$ cat config.mk
export PLATFORM = sky130hd
export DESIGN_NAME = ldo_ctrl_bank
export DESIGN_NICKNAME = d
export VERILOG_FILES = /design/src/design/ldo_pkg.sv /design/src/design/ldo_ctrl_bank.sv
export VERILOG_INCLUDE_DIRS = /design/src /design/src/design
export SDC_FILE = /design/constraint.sdc
export NUM_CORES = 1
export LEC_CHECK = 0
export BUFFER_PORTS_ARGS = -buffer_cell sky130_fd_sc_hd__buf_2
export CAP_MARGIN = 30
export CORE_UTILIZATION = 35
export CTS_BUF_LIST = sky130_fd_sc_hd__clkbuf_16
export CTS_CLUSTER_SIZE = 8
export DETAILED_ROUTE_END_ITERATION = 8
export GPL_ROUTABILITY_DRIVEN = 0
export GPL_TIMING_DRIVEN = 0
export HOLD_SLACK_MARGIN = 0.15
export PLACE_DENSITY_LB_ADDON = 0.25
export RECOVER_POWER = 25
export SYNTH_ARGS = -nofsm -noshare
export SYNTH_HDL_FRONTEND = slang
export SYNTH_SLANG_ARGS = --single-unit
export TNS_END_PERCENT = 5
$ cat constraint.sdc
create_clock -name ref_clk -period 3.9 [get_ports ref_clk]
set_input_delay 1.17 -clock ref_clk [delete_from_list [all_inputs] [get_ports ref_clk]]
set_output_delay 1.17 -clock ref_clk [all_outputs]
set_load 0.02 [all_outputs]
$ cat src/design/ldo_map.svh
// register offsets, field positions and reset values of the regulator bank
`ifndef LDO_MAP_SVH
`define LDO_MAP_SVH

`define LDO_OFS_FOCUS_CTRL 16'h0536
`define LDO_OFS_FOCUS_TRIM 16'h0538
`define LDO_OFS_SIM1_TRIM 16'h053c
`define LDO_OFS_SIM2_TRIM 16'h053e
`define LDO_OFS_VIB_CTRL 16'h0542
`define LDO_OFS_VIB_TRIM 16'h0544
`define LDO_OFS_OC_STATUS 16'h0548
`define LDO_OFS_ON_SOURCE 16'h054c
`define LDO_OFS_RF_STATUS 16'h054e
`define LDO_OFS_MEM_STATUS 16'h0552
`define LDO_OFS_IO_STATUS 16'h0556
`define LDO_OFS_CAMD_CTRL 16'h055a
`define LDO_OFS_CAMD_TRIM 16'h055c
`define LDO_OFS_CAMIO_CTRL 16'h055e
`define LDO_OFS_CAMIO_TRIM 16'h0560

`define LDO_RST_FOCUS_TRIM 16'h0081
`define LDO_RST_SIM_TRIM 16'h0001
`define LDO_RST_VIB_TRIM 16'h0101
`define LDO_RST_CAM_TRIM 16'h0001
`define LDO_RST_SUPPLY_STATUS 16'h4000
`define LDO_RST_ZERO 16'h0000

`define LDO_MASK_LP_CTRL 16'h8003
`define LDO_MASK_CAM_CTRL 16'h4003
`define LDO_MASK_FOCUS_TRIM 16'h78e8
`define LDO_MASK_SIM_TRIM 16'h0f20
`define LDO_MASK_VIB_TRIM 16'h3ce0
`define LDO_MASK_ON_SOURCE 16'he380
`define LDO_MASK_CAMD_TRIM 16'h0f62
`define LDO_MASK_CAMIO_TRIM 16'h0f02

`define LDO_BIT_SW_EN 15
`define LDO_BIT_EN_STATUS 15
`define LDO_BIT_CAM_EN 14
`define LDO_BIT_MODE 7
`define LDO_BIT_LP_SET 1
`define LDO_BIT_LP_SRC 0
`define LDO_BIT_FOCUS_ON_SRC 3
`define LDO_BIT_CAM_ON_SRC 1
`define LDO_BIT_GP1_ON_SRC 15
`define LDO_BIT_GP2_ON_SRC 14
`define LDO_BIT_GP3_ON_SRC 13
`define LDO_BIT_SIM1_ON_SRC 9
`define LDO_BIT_SIM2_ON_SRC 8
`define LDO_BIT_VIB_ON_SRC 7
`define LDO_LSB_FOCUS_TRIM 11
`define LDO_LSB_VIB_TRIM 10
`define LDO_LSB_TRIM 8
`define LDO_LSB_VCODE 5
`define LDO_LSB_OC 3

`endif

$ cat src/design/ldo_pkg.sv
// types shared by the regulator control bank
package ldo_pkg;
  typedef logic [15:0] ldo_word_t;
  typedef logic [11:0] ldo_mv_t;
  typedef logic signed [8:0] ldo_trim_t;
  // storage slots of the writable registers
  typedef enum logic [3:0] {
    LDO_R_FOCUS_CTRL = 4'h0,
    LDO_R_FOCUS_TRIM = 4'h1,
    LDO_R_SIM1_TRIM = 4'h2,
    LDO_R_SIM2_TRIM = 4'h3,
    LDO_R_VIB_CTRL = 4'h4,
    LDO_R_VIB_TRIM = 4'h5,
    LDO_R_ON_SOURCE = 4'h6,
    LDO_R_CAMD_CTRL = 4'h7,
    LDO_R_CAMD_TRIM = 4'h8,
    LDO_R_CAMIO_CTRL = 4'h9,
    LDO_R_CAMIO_TRIM = 4'ha
  } ldo_rw_idx_t;
  // supply order on the enable and voltage output vectors
  typedef enum logic [3:0] {
    LDO_S_FOCUS = 4'h0,
    LDO_S_SIM1 = 4'h1,
    LDO_S_SIM2 = 4'h2,
    LDO_S_VIB = 4'h3,
    LDO_S_CAMD = 4'h4,
    LDO_S_CAMIO = 4'h5,
    LDO_S_GP1 = 4'h6,
    LDO_S_GP2 = 4'h7,
    LDO_S_GP3 = 4'h8
  } ldo_supply_t;
endpackage

$ cat src/design/ldo_ctrl_bank.sv
// control and status register bank for the regulator group
`include "ldo_map.svh"

module ldo_ctrl_bank
  import ldo_pkg::*;
(
  // clock, reset, freeze
  input wire logic ref_clk,
  input wire logic resetn,
  input wire logic clk_en,
  // register port
  input wire logic [15:0] reg_addr,
  input wire logic reg_wr_en,
  input wire ldo_word_t reg_wdata,
  input wire logic reg_rd_en,
  output ldo_word_t reg_rdata,
  output logic reg_rd_valid,
  // mode and enable requests from outside the bank
  input wire logic clock_request_input,
  input wire logic [8:0] hw_on_request,
  input wire logic sim_one_sw_enable,
  input wire logic sim_two_sw_enable,
  input wire logic general_supply_one_sw_enable,
  input wire logic general_supply_two_sw_enable,
  input wire logic general_supply_three_sw_enable,
  // analog status
  input wire logic [6:0] overcurrent_flags,
  input wire logic rf_supply_lowpower,
  input wire logic memory_supply_on,
  input wire logic memory_supply_lowpower,
  input wire logic io_supply_on,
  input wire logic io_supply_lowpower,
  // regulator controls
  output logic [8:0] supply_enable,
  output logic [3:0] supply_lowpower,
  output ldo_mv_t [5:0] supply_nominal_mv,
  output ldo_trim_t [5:0] supply_trim_mv
);

  localparam int NUM_RW = 11;

  localparam ldo_word_t RW_MASK [NUM_RW] = '{
    `LDO_MASK_LP_CTRL, `LDO_MASK_FOCUS_TRIM, `LDO_MASK_SIM_TRIM,
    `LDO_MASK_SIM_TRIM, `LDO_MASK_LP_CTRL, `LDO_MASK_VIB_TRIM,
    `LDO_MASK_ON_SOURCE, `LDO_MASK_CAM_CTRL, `LDO_MASK_CAMD_TRIM,
    `LDO_MASK_CAM_CTRL, `LDO_MASK_CAMIO_TRIM
  };

  localparam ldo_word_t RW_RESET [NUM_RW] = '{
    `LDO_RST_ZERO, `LDO_RST_FOCUS_TRIM, `LDO_RST_SIM_TRIM,
    `LDO_RST_SIM_TRIM, `LDO_RST_ZERO, `LDO_RST_VIB_TRIM,
    `LDO_RST_ZERO, `LDO_RST_ZERO, `LDO_RST_CAM_TRIM,
    `LDO_RST_ZERO, `LDO_RST_CAM_TRIM
  };

  // writable register address to storage slot
  function automatic logic [4:0] rw_slot(input logic [15:0] a);
    logic [4:0] s;
    s = 5'h1f;
    if (a == `LDO_OFS_FOCUS_CTRL)
      s = {1'b0, LDO_R_FOCUS_CTRL};
    else if (a == `LDO_OFS_FOCUS_TRIM)
      s = {1'b0, LDO_R_FOCUS_TRIM};
    else if (a == `LDO_OFS_SIM1_TRIM)
      s = {1'b0, LDO_R_SIM1_TRIM};
    else if (a == `LDO_OFS_SIM2_TRIM)
      s = {1'b0, LDO_R_SIM2_TRIM};
    else if (a == `LDO_OFS_VIB_CTRL)
      s = {1'b0, LDO_R_VIB_CTRL};
    else if (a == `LDO_OFS_VIB_TRIM)
      s = {1'b0, LDO_R_VIB_TRIM};
    else if (a == `LDO_OFS_ON_SOURCE)
      s = {1'b0, LDO_R_ON_SOURCE};
    else if (a == `LDO_OFS_CAMD_CTRL)
      s = {1'b0, LDO_R_CAMD_CTRL};
    else if (a == `LDO_OFS_CAMD_TRIM)
      s = {1'b0, LDO_R_CAMD_TRIM};
    else if (a == `LDO_OFS_CAMIO_CTRL)
      s = {1'b0, LDO_R_CAMIO_CTRL};
    else if (a == `LDO_OFS_CAMIO_TRIM)
      s = {1'b0, LDO_R_CAMIO_TRIM};
    return s;
  endfunction

  // trim code to offset in millivolts
  function automatic ldo_trim_t trim_mv(input logic [3:0] code,
                                        input logic at_1v3);
    logic [2:0] steps;
    logic [8:0] mag;
    steps = code[2:0];
    if (at_1v3 && !code[3] && code[2])
      steps = {1'b0, code[1:0]};
    mag = 9'({6'h00, steps} * 9'd20);
    if (code[3])
      return $signed(9'd160 - mag);
    return $signed(9'd0 - mag);
  endfunction

  // three-bit code shared by focus and vibrator supplies
  function automatic ldo_mv_t vcode3_mv(input logic [2:0] code);
    ldo_mv_t v;
    case (code)
      3'h0: v = 12'd1200;
      3'h1: v = 12'd1300;
      3'h2: v = 12'd1500;
      3'h3: v = 12'd1800;
      3'h4: v = 12'd2000;
      3'h5: v = 12'd2800;
      3'h6: v = 12'd3000;
      default: v = 12'd3300;
    endcase
    return v;
  endfunction

  function automatic ldo_mv_t camd_mv(input logic [1:0] code);
    ldo_mv_t v;
    case (code)
      2'h0: v = 12'd1200;
      2'h1: v = 12'd1350;
      2'h2: v = 12'd1500;
      default: v = 12'd1800;
    endcase
    return v;
  endfunction

  ldo_word_t regs_q [NUM_RW];
  ldo_word_t rdata_d;
  ldo_word_t rdata_q;
  logic rd_valid_q;
  logic [8:0] enable_d;
  logic [8:0] enable_q;
  logic [3:0] lowpower_d;
  logic [3:0] lowpower_q;
  ldo_mv_t [5:0] nominal_d;
  ldo_mv_t [5:0] nominal_q;
  ldo_trim_t [5:0] trim_d;
  ldo_trim_t [5:0] trim_q;

  wire [4:0] wr_slot = rw_slot(reg_addr);
  wire [4:0] rd_slot = rw_slot(reg_addr);
  wire wr_hit = reg_wr_en && (wr_slot != 5'h1f);

  // writable storage; read-only bit positions never store
  genvar gi;
  generate
    for (gi = 0; gi < NUM_RW; gi++)
    begin : g_rw
      always_ff @(posedge ref_clk or negedge resetn)
      begin
        if (!resetn)
          regs_q[gi] <= RW_RESET[gi] & RW_MASK[gi];
        else if (clk_en && wr_hit && wr_slot == 5'(gi))
          regs_q[gi] <= reg_wdata & RW_MASK[gi];
      end
    end
  endgenerate

  wire ldo_word_t focus_ctrl = regs_q[LDO_R_FOCUS_CTRL];
  wire ldo_word_t focus_trim = regs_q[LDO_R_FOCUS_TRIM];
  wire ldo_word_t sim1_trim = regs_q[LDO_R_SIM1_TRIM];
  wire ldo_word_t sim2_trim = regs_q[LDO_R_SIM2_TRIM];
  wire ldo_word_t vib_ctrl = regs_q[LDO_R_VIB_CTRL];
  wire ldo_word_t vib_trim = regs_q[LDO_R_VIB_TRIM];
  wire ldo_word_t on_source = regs_q[LDO_R_ON_SOURCE];
  wire ldo_word_t camd_ctrl = regs_q[LDO_R_CAMD_CTRL];
  wire ldo_word_t camd_trim = regs_q[LDO_R_CAMD_TRIM];
  wire ldo_word_t camio_ctrl = regs_q[LDO_R_CAMIO_CTRL];
  wire ldo_word_t camio_trim = regs_q[LDO_R_CAMIO_TRIM];

  // software enable per supply
  wire [8:0] sw_en = {
    general_supply_three_sw_enable,
    general_supply_two_sw_enable,
    general_supply_one_sw_enable,
    camio_ctrl[`LDO_BIT_CAM_EN],
    camd_ctrl[`LDO_BIT_CAM_EN],
    vib_ctrl[`LDO_BIT_SW_EN],
    sim_two_sw_enable,
    sim_one_sw_enable,
    focus_ctrl[`LDO_BIT_SW_EN]
  };

  // hardware takes over where the on-source bit is set
  wire [8:0] hw_src = {
    on_source[`LDO_BIT_GP3_ON_SRC],
    on_source[`LDO_BIT_GP2_ON_SRC],
    on_source[`LDO_BIT_GP1_ON_SRC],
    camio_trim[`LDO_BIT_CAM_ON_SRC],
    camd_trim[`LDO_BIT_CAM_ON_SRC],
    on_source[`LDO_BIT_VIB_ON_SRC],
    on_source[`LDO_BIT_SIM2_ON_SRC],
    on_source[`LDO_BIT_SIM1_ON_SRC],
    focus_trim[`LDO_BIT_FOCUS_ON_SRC]
  };

  // low-power selections for focus, vibrator, camera digital, camera io
  wire ldo_word_t lp_regs [4] = '{focus_ctrl, vib_ctrl, camd_ctrl, camio_ctrl};

  generate
    for (gi = 0; gi < 9; gi++)
    begin : g_en
      assign enable_d[gi] = hw_src[gi] ? hw_on_request[gi] : sw_en[gi];
    end
    for (gi = 0; gi < 4; gi++)
    begin : g_lp
      assign lowpower_d[gi] = lp_regs[gi][`LDO_BIT_LP_SRC] ?
        clock_request_input :
        lp_regs[gi][`LDO_BIT_LP_SET];
    end
  endgenerate

  // trim and voltage fields
  wire [3:0] focus_cal = focus_trim[`LDO_LSB_FOCUS_TRIM +: 4];
  wire [3:0] vib_cal = vib_trim[`LDO_LSB_VIB_TRIM +: 4];
  wire [3:0] sim1_cal = sim1_trim[`LDO_LSB_TRIM +: 4];
  wire [3:0] sim2_cal = sim2_trim[`LDO_LSB_TRIM +: 4];
  wire [3:0] camd_cal = camd_trim[`LDO_LSB_TRIM +: 4];
  wire [3:0] camio_cal = camio_trim[`LDO_LSB_TRIM +: 4];
  wire [2:0] focus_code = focus_trim[`LDO_LSB_VCODE +: 3];
  wire [2:0] vib_code = vib_trim[`LDO_LSB_VCODE +: 3];
  wire [1:0] camd_code = camd_trim[`LDO_LSB_VCODE +: 2];
  wire sim1_code = sim1_trim[`LDO_LSB_VCODE];
  wire sim2_code = sim2_trim[`LDO_LSB_VCODE];

  wire focus_at_1v3 = (focus_code == 3'h1);
  wire vib_at_1v3 = (vib_code == 3'h1);

  // camera io has no voltage code here; it reports zero nominal
  assign nominal_d[0] = vcode3_mv(focus_code);
  assign nominal_d[1] = sim1_code ? 12'd3000 : 12'd1800;
  assign nominal_d[2] = sim2_code ? 12'd3000 : 12'd1800;
  assign nominal_d[3] = vcode3_mv(vib_code);
  assign nominal_d[4] = camd_mv(camd_code);
  assign nominal_d[5] = 12'd0;

  assign trim_d[0] = trim_mv(focus_cal, focus_at_1v3);
  assign trim_d[1] = trim_mv(sim1_cal, 1'b0);
  assign trim_d[2] = trim_mv(sim2_cal, 1'b0);
  assign trim_d[3] = trim_mv(vib_cal, vib_at_1v3);
  assign trim_d[4] = trim_mv(camd_cal, 1'b0);
  assign trim_d[5] = trim_mv(camio_cal, 1'b0);

  // over-current flags land on odd bits 3 through 15
  ldo_word_t oc_word;
  generate
    for (gi = 0; gi < 16; gi++)
    begin : g_oc
      if (gi >= `LDO_LSB_OC && gi % 2 == 1)
      begin : g_flag
        assign oc_word[gi] =
          overcurrent_flags[(gi - `LDO_LSB_OC) / 2];
      end
      else
      begin : g_zero
        assign oc_word[gi] = 1'b0;
      end
    end
  endgenerate

  // mode bit 7 shows the applied low-power state
  wire ldo_word_t mode_bit = ldo_word_t'(1) << `LDO_BIT_MODE;
  wire ldo_word_t en_bit = ldo_word_t'(1) << `LDO_BIT_EN_STATUS;

  wire ldo_word_t rd_focus_ctrl =
    focus_ctrl | (lowpower_q[0] ? mode_bit : 16'h0000);
  wire ldo_word_t rd_vib_ctrl =
    vib_ctrl | (lowpower_q[1] ? mode_bit : 16'h0000);
  wire ldo_word_t rd_camd_ctrl = camd_ctrl |
    (lowpower_q[2] ? mode_bit : 16'h0000) |
    (enable_q[LDO_S_CAMD] ? en_bit : 16'h0000);
  wire ldo_word_t rd_camio_ctrl = camio_ctrl |
    (lowpower_q[3] ? mode_bit : 16'h0000) |
    (enable_q[LDO_S_CAMIO] ? en_bit : 16'h0000);
  wire ldo_word_t rd_rf =
    rf_supply_lowpower ? mode_bit : 16'h0000;
  // bit 14 of these two carries its reset one as a fixed value
  wire ldo_word_t rd_mem = `LDO_RST_SUPPLY_STATUS |
    (memory_supply_on ? en_bit : 16'h0000) |
    (memory_supply_lowpower ? mode_bit : 16'h0000);
  wire ldo_word_t rd_io = `LDO_RST_SUPPLY_STATUS |
    (io_supply_on ? en_bit : 16'h0000) |
    (io_supply_lowpower ? mode_bit : 16'h0000);

  // read mux; reserved bits of trim registers return their reset ones
  always_comb
  begin
    rdata_d = 16'h0000;
    if (reg_addr == `LDO_OFS_FOCUS_CTRL)
      rdata_d = rd_focus_ctrl;
    else if (reg_addr == `LDO_OFS_VIB_CTRL)
      rdata_d = rd_vib_ctrl;
    else if (reg_addr == `LDO_OFS_CAMD_CTRL)
      rdata_d = rd_camd_ctrl;
    else if (reg_addr == `LDO_OFS_CAMIO_CTRL)
      rdata_d = rd_camio_ctrl;
    else if (reg_addr == `LDO_OFS_OC_STATUS)
      rdata_d = oc_word;
    else if (reg_addr == `LDO_OFS_RF_STATUS)
      rdata_d = rd_rf;
    else if (reg_addr == `LDO_OFS_MEM_STATUS)
      rdata_d = rd_mem;
    else if (reg_addr == `LDO_OFS_IO_STATUS)
      rdata_d = rd_io;
    else if (rd_slot != 5'h1f)
      rdata_d = regs_q[rd_slot[3:0]] |
        (RW_RESET[rd_slot[3:0]] & ~RW_MASK[rd_slot[3:0]]);
  end

  always_ff @(posedge ref_clk or negedge resetn)
  begin
    if (!resetn)
    begin
      rdata_q <= 16'h0000;
      rd_valid_q <= 1'b0;
    end
    else if (clk_en)
    begin
      rd_valid_q <= reg_rd_en;
      if (reg_rd_en)
        rdata_q <= rdata_d;
    end
  end

  // regulator controls are registered so the analog side sees clean levels
  always_ff @(posedge ref_clk or negedge resetn)
  begin
    if (!resetn)
    begin
      enable_q <= 9'h000;
      lowpower_q <= 4'h0;
      nominal_q <= '0;
      trim_q <= '0;
    end
    else if (clk_en)
    begin
      enable_q <= enable_d;
      lowpower_q <= lowpower_d;
      nominal_q <= nominal_d;
      trim_q <= trim_d;
    end
  end

  assign reg_rdata = rdata_q;
  assign reg_rd_valid = rd_valid_q;
  assign supply_enable = enable_q;
  assign supply_lowpower = lowpower_q;
  assign supply_nominal_mv = nominal_q;
  assign supply_trim_mv = trim_q;

endmodule

# After elaboration in Yosys (flattened, before gate mapping)
# Memories as Yosys holds them, arrays and structs flattened.
# Index checks and enable logic that the tools add are counted.
# op_classes
n_addsub	12
n_mul	6
n_lt_le_gt_ge	1
n_eq_ne	40
mux	76
n_bitwise	12
reduce_logical	24
# op_table
cell	count
$mux W16	19
$eq A16 B11 Y1 const B	15
$pmux W12 S7	2
$mux W9	12
$bmux W16 S4	1
$or A16 B8 Y16	4
$mux W8	7
$mux W5	11
$sub A1 B8 Y9 const A	6
$sub A8 B8 Y9 const A	6
$mul A3 B3 Y6 const B	6
$or A15 B16 Y16	2
$or A15 B8 Y15	2
$pmux W10 S3	1
$mux W12	2
$eq A5 B3 Y1 const B	4
$mux W1	19
$eq A3 B3 Y1 const B	6
$logic_and A1 B1 Y1	17
$and A16 B16 Y16	1
$not A16 Y16	1
$or A16 B16 Y16	1
$eq A5 B4 Y1 const B	3
$eq A3 B2 Y1 const B	4
other kinds (14)	19
# totals
register_bits	199
romBits	512
input_bits	64
output_inout_bits	156
word_cells	199
mem_count	2
# mem_list
memory	words	word_bits	rd	rd_ports_with_merged_regs	write_ports	line_no	source
(name not given)	16	16	1	0	0	ldo_ctrl_bank.sv:306	(RW_RESET[rd_slot[3:0]] & ~RW_MASK[rd_slot[3:0]]);
(name not given)	16	16	1	0	0	ldo_ctrl_bank.sv:306	

# Depth between registers and ports, before layout
# depth
depth_word	28
mapped_depth	13
mapped_depth_nobuf	11

# Worst setup path after synthesis
# No wires, ideal clock.
# synth_timing
path_kind	input to register
startpoint	input port reg_addr[3]
endpoint	register regs_q (netlist bit vib_trim[10])
setup_time_ps	125
arrival_time_ps	4143
t_required_ps	3775
setup_slack_ps	-368
cell_stages	11
path_buffers	2
cell_sequence	clkbuf_1 -> or4b_1 -> a2111o_1 -> a311oi_1 -> buf_4 -> inv_1 -> ha_1 -> o2111a_4 -> nor3_4 -> nand2_4 -> mux2_4
# synth_between
elab_chain_cells	16
word_cells_on_any_way	27
cone_classes	13 x eq/ne; 11 x mux; 3 x reduce/logical
# synth_lines
element	line_no	source
start: declaration	ldo_ctrl_bank.sv:12	input wire logic [15:0] reg_addr,
$eq A16 B11 Y1 (no source line)	n/a	
$mux W5	ldo_ctrl_bank.sv:80	else if (a == `LDO_OFS_CAMIO_TRIM)
$mux W5	ldo_ctrl_bank.sv:78	else if (a == `LDO_OFS_CAMIO_CTRL)
$mux W5	ldo_ctrl_bank.sv:76	else if (a == `LDO_OFS_CAMD_TRIM)
$mux W5	ldo_ctrl_bank.sv:74	else if (a == `LDO_OFS_CAMD_CTRL)
$mux W5	ldo_ctrl_bank.sv:72	else if (a == `LDO_OFS_ON_SOURCE)
$mux W5	ldo_ctrl_bank.sv:70	else if (a == `LDO_OFS_VIB_TRIM)
$mux W5	ldo_ctrl_bank.sv:68	else if (a == `LDO_OFS_VIB_CTRL)
$mux W5	ldo_ctrl_bank.sv:66	else if (a == `LDO_OFS_SIM2_TRIM)
$mux W5	ldo_ctrl_bank.sv:64	else if (a == `LDO_OFS_SIM1_TRIM)
$mux W5	ldo_ctrl_bank.sv:62	else if (a == `LDO_OFS_FOCUS_TRIM)
$mux W5 (*)	ldo_ctrl_bank.sv:60	if (a == `LDO_OFS_FOCUS_CTRL)
$ne A5 B5 Y1	ldo_ctrl_bank.sv:141	wire wr_hit = reg_wr_en && (wr_slot != 5'h1f);
$logic_and A1 B1 Y1	ldo_ctrl_bank.sv:141	
$logic_and A1 B1 Y1	ldo_ctrl_bank.sv:152	else if (clk_en && wr_hit && wr_slot == 5'(gi))
$logic_and A1 B1 Y1 (*)	ldo_ctrl_bank.sv:152	
end signal: indexed assignment	ldo_ctrl_bank.sv:151	regs_q[gi] <= RW_RESET[gi] & RW_MASK[gi];
end signal: indexed assignment	ldo_ctrl_bank.sv:153	regs_q[gi] <= reg_wdata & RW_MASK[gi];
end: declaration	ldo_ctrl_bank.sv:126	ldo_word_t regs_q [NUM_RW];
# Mark *: on every way between the ends. The rest lies on a longest branch, timed or not.
# A chain may end at the register's enable or synchronous reset.

# Worst setup path after layout
# layout_timing
startpoint	input port reg_addr[13]
endpoint	register rdata_q[11] (netlist: reg_rdata[11])
# layout_between
elab_chain_cells	28
word_cells_on_any_way	49
cone_classes	16 x eq/ne; 27 x mux; 4 x bitwise; 2 x memory
# layout_lines
element	line_no	source
$eq A16 B11 Y1 (no source line)	n/a	
$mux W5	ldo_ctrl_bank.sv:80	
$mux W5	ldo_ctrl_bank.sv:78	
$mux W5	ldo_ctrl_bank.sv:76	
$mux W5	ldo_ctrl_bank.sv:74	
$mux W5	ldo_ctrl_bank.sv:72	
$mux W5	ldo_ctrl_bank.sv:70	
$mux W5	ldo_ctrl_bank.sv:68	
[... 12 more ...]	n/a	
$mux W16	ldo_ctrl_bank.sv:302	else if (reg_addr == `LDO_OFS_IO_STATUS)
$mux W16	ldo_ctrl_bank.sv:300	else if (reg_addr == `LDO_OFS_MEM_STATUS)
$mux W16	ldo_ctrl_bank.sv:298	else if (reg_addr == `LDO_OFS_RF_STATUS)
$mux W16	ldo_ctrl_bank.sv:296	else if (reg_addr == `LDO_OFS_OC_STATUS)
$mux W16	ldo_ctrl_bank.sv:294	else if (reg_addr == `LDO_OFS_CAMIO_CTRL)
$mux W16	ldo_ctrl_bank.sv:292	else if (reg_addr == `LDO_OFS_CAMD_CTRL)
$mux W16	ldo_ctrl_bank.sv:290	else if (reg_addr == `LDO_OFS_VIB_CTRL)
$mux W16 (*)	ldo_ctrl_bank.sv:288	if (reg_addr == `LDO_OFS_FOCUS_CTRL)
end signal: assignment	ldo_ctrl_bank.sv:320	rdata_q <= rdata_d;
end: declaration	ldo_ctrl_bank.sv:128	ldo_word_t rdata_q;
# Mark *: on every way between the ends. The rest lies on a longest branch, timed or not. The select of a mux whose other input is x is not followed.

==> run summary <==
The busiest layer in global routing was met2. Once detailed placement completed, the half-perimeter wirelength came to 22.0 mm. The tools report the count of pins over their slew limit as 70. In this run the critical register-to-register path is launched from vib_trim[5]. For this run, the detailed router's first-pass iteration total came to 8.

Most common library cell in the layout ignoring fill and taps: sky130_fd_sc_hd__buf_2. The share of synthesized registers carrying an async set or reset was 100%. In this run the count of I/O pins placed on the die edge is 220.

The sequential area share after synthesis is 41.9%. The timing startpoint of the critical path was reg_addr[13]. The critical path required time is 4230 ps, and the starting utilization of the core area is 35.8%. For the number of hold-slack violations in the final timing report, the log shows 0. The flow ran to the end, but the final reports show violations.

The worst setup path is captured at a register. Once routing completed, OpenROAD measured the worst setup slack at 51.4 ps. The number of antenna violations at the first check in global routing is 0, and the final critical-path share of the clock period is 98.7%. Setup violations remaining at the end of the flow were counted as 0. Summed over all cells, the static leakage comes to 5.70 nW. The top cell types in the final layout, fill and taps aside, are sky130_fd_sc_hd__buf_2, sky130_fd_sc_hd__dfrtp_1, sky130_fd_sc_hd__nor2_1, sky130_fd_sc_hd__a21oi_1. The floorplan has 59 rows. The setup check on the worst reg-to-reg path leaves a slack of 550 ps. The count of cells along the worst register-to-register path was 12.

The clock passes through at most 2 buffers. The tools report the number of global-route vias before repair as 7778. In this run the worst path has a maximum fanout of 11. The die width was 166 um; the worst slack after detailed placement was -931 ps.

End of the worst register-to-register path: supply_trim_mv[34]. The critical path is of the primary input to register type. In the global route stage, met1 resource usage came out at 29.5%. Of the cells placed in the final design, the portion with a size suffix greater than 1 is 34.0%. The first global-routing pass estimated 45.6 mm of wire. Setup repair after global routing could not meet its margin everywhere.

The cell area reported after detailed placement came out at 0.0110 mm^2. The tools report the number of nets still failing antenna checks after routing as 0. For this design, the sink count on the clock tree is 157. For met2 alone, demand over resource in global routing was 33.9%.

The count of flip-flops with a built-in enable after synthesis was 0. With fillers left out, the area of the finished cells amounts to 0.0117 mm^2. For the net count reported at finish, the log shows 1284. Entering global routing, the biggest net connects 89 pins. The tools report the total via count in the routed design as 7988.

The number of antenna cells inserted is 0, and the count of H-tree levels built during CTS is 4. Once layout is complete, the utilization of the core stands at 44.6%. The tree is rooted in a sky130_fd_sc_hd__clkbuf_16.

Yosys printed 0 warnings. The die covers 0.0275 mm^2. The most critical setup path has its endpoint at reg_rdata[11]. In the routed layout, each cell is associated on average with a via count of 5.24. The netlist area before placement was 0.00938 mm^2; the total track usage was 21.6%. For the worst-skew pair, the clock arrives at the later sink with an insertion delay of 440 ps. For the worst setup path, the data arrival time is 4180 ps. For the number of max-cap violations, the log shows 1. Buffers placed on the I/O ports in this run total 175. The final reports fail on DRC, capacitance limit, slew limit.

The power per unit of standard cell area works out to 308 mW/mm^2. Among all flip-flop cells after synthesis, the most frequent one is sky130_fd_sc_hd__dfrtp_1. A synthesized cell averages 10.1 um^2. TritonCTS built the clock tree. For the number of standard cells after synthesis, the log shows 932. In this run, synthesis produced a sequential element count of 157. The clock arrives with 11.8 ps of skew. The DRC violation count after routing was 23. Across the VDD grid, the largest voltage drop is 277 uV.

Number of distinct library cell variants in the gate-level netlist after synthesis: 81. The average routed wire per standard cell is 19.1 um, and the area growth from synthesis to layout is 24.6%. The tools report the category of the worst setup path launch point as a primary input. The final wirelength was 29.2 mm; the total of hold buffers inserted after clock tree synthesis was 0.

Measured against its own limit, the worst slew margin works out to -23.6%. Buffers inserted during clock tree synthesis total 17. The total congestion overflow came out at 0. After layout, the minimum clock period comes to 3850 ps. The first routing iteration left 567 violations. For the pin with the worst max-slew slack, the measured transition is 1850 ps. The path class of the tightest hold or removal check is register to register.

Based on the critical path, the design can be clocked at up to 260 MHz. The placeable core area was 0.0262 mm^2; the die height was 166 um. Global routing used 5.08% of the available met3 tracks. Clock-pin slew was measured on the worst setup and hold paths at 70 ps.
## worst max-delay path, cell delays in order
cell	delay (ps)
sky130_fd_sc_hd__buf_2	120
sky130_fd_sc_hd__or4_4	530
sky130_fd_sc_hd__buf_6	150
sky130_fd_sc_hd__or4_4	550
sky130_fd_sc_hd__buf_6	160
sky130_fd_sc_hd__nand2_8	90
sky130_fd_sc_hd__inv_1	70
sky130_fd_sc_hd__buf_6	150
sky130_fd_sc_hd__ha_4	190
sky130_fd_sc_hd__o2111a_4	180
sky130_fd_sc_hd__nor2_1	370
sky130_fd_sc_hd__nand2_1	150
sky130_fd_sc_hd__o31ai_1	280
## cells in the mapped netlist, drive strengths merged (19+ instances only)
cell | n | area (um^2)
nor2 | 75 | 282
a21oi | 70 | 350
o21ai | 42 | 210
buf | 64 | 462
nand2 | 39 | 169
mux2i | 19 | 190
clkbuf | 39 | 146
ha | 44 | 551
mux2 | 86 | 1020
dfrtp | 156 | 3900
inv | 56 | 210
xnor2 | 25 | 219
## logic make-up (layout without fill, tap and decap cells)
group | count (synthesis) | count (layout) | synth area share, %
buffers and inverters | 159 | 377 | 8.72
adder cells (fa/ha/maj) | 50 | 50 | 6.51
other | 1 | 40 | 0.0400
multiplexers | 105 | 105 | 12.9
XOR/XNOR | 39 | 39 | 3.64
AND/OR/NAND/NOR | 224 | 224 | 13.1
AO/OA/AOI/OAI | 197 | 197 | 13.3
flip-flops | 157 | 157 | 41.9
## what timing repair did
action                     in CTS  in global routing
setup endpoints to repair      40                 45
setup buffers                   6                  4
resized for setup               9                 17
pin swaps                       3                  3
## area by class of cell
type | count | area, um^2
inverters | 56 | 215
clock buffers | 17 | 425
clock inverters | 15 | 113
plain buffers | 100 | 644
well taps | 335 | 419
flip-flops and latches | 157 | 3930
fillers | 2565 | 14500
multi-input cells | 655 | 4940
repair buffers | 189 | 1000
## sequential cells by signal (all words and copies together), names as in the netlist
name	count
on_source	6
camd_ctrl	3
reg_rd_valid	1
vib_trim	7
camio_trim	5
reg_rdata	14
camd_trim	7
supply_nominal_mv	32
supply_trim_mv	42
focus_trim	8
vib_ctrl	3
supply_lowpower	4
supply_enable	9
camio_ctrl	3
sim2_trim	5
sim1_trim	5
focus_ctrl	3
## report_power, final
group	total [W]	leakage, nW	internal, W	switching [W]
sequential	0.00168	2.05	0.00166	0.0000221
clock	0.00155	0.262	0.000821	0.000731
combinational	0.000371	3.39	0.000125	0.000246
## layer usage
layer | up-vias | share of wire, %
met2 | 348 | 45
met3 | 43 | 7.7
met4 | 0 | 2.3
met1 | 3875 | 45
li1 | 3722 | -
met5 | - | 0
## stage by stage
| stage | instances | TNS, ps | hold slack, ps | power (W) |
|---|---|---|---|---|
| 2_1_floorplan | 971 | -1050 | 459 | 0.00192 |
| 3_3_place_gp | 1481 | -175740 | 456 | 0.00207 |
| 3_5_place_dp | 1485 | -37090 | 472 | 0.00208 |
| 4_1_cts | 1521 | -0.0413 | 487 | 0.00364 |
| 5_1_grt | 1524 | -40.0 | 508 | 0.00374 |
| 6_report | 1524 | 0 | 483 | 0.00361 |
## worst min path at each step
stage	startpoint	to	slack, ps	depth (start not counted)
final	supply_trim_mv[8]	supply_trim_mv[8]	480	1
after global routing	reg_rdata[12]	reg_rdata[12]	510	1
after CTS	supply_trim_mv[8]	supply_trim_mv[8]	490	1
after detailed placement	supply_trim_mv[8]	supply_trim_mv[8]	470	1
after global placement	reg_rdata[6]	reg_rdata[6]	460	2
after floorplan	sim2_trim[5]	supply_nominal_mv[34]	460	1
Note: power is estimated with default switching activity, not from simulation.
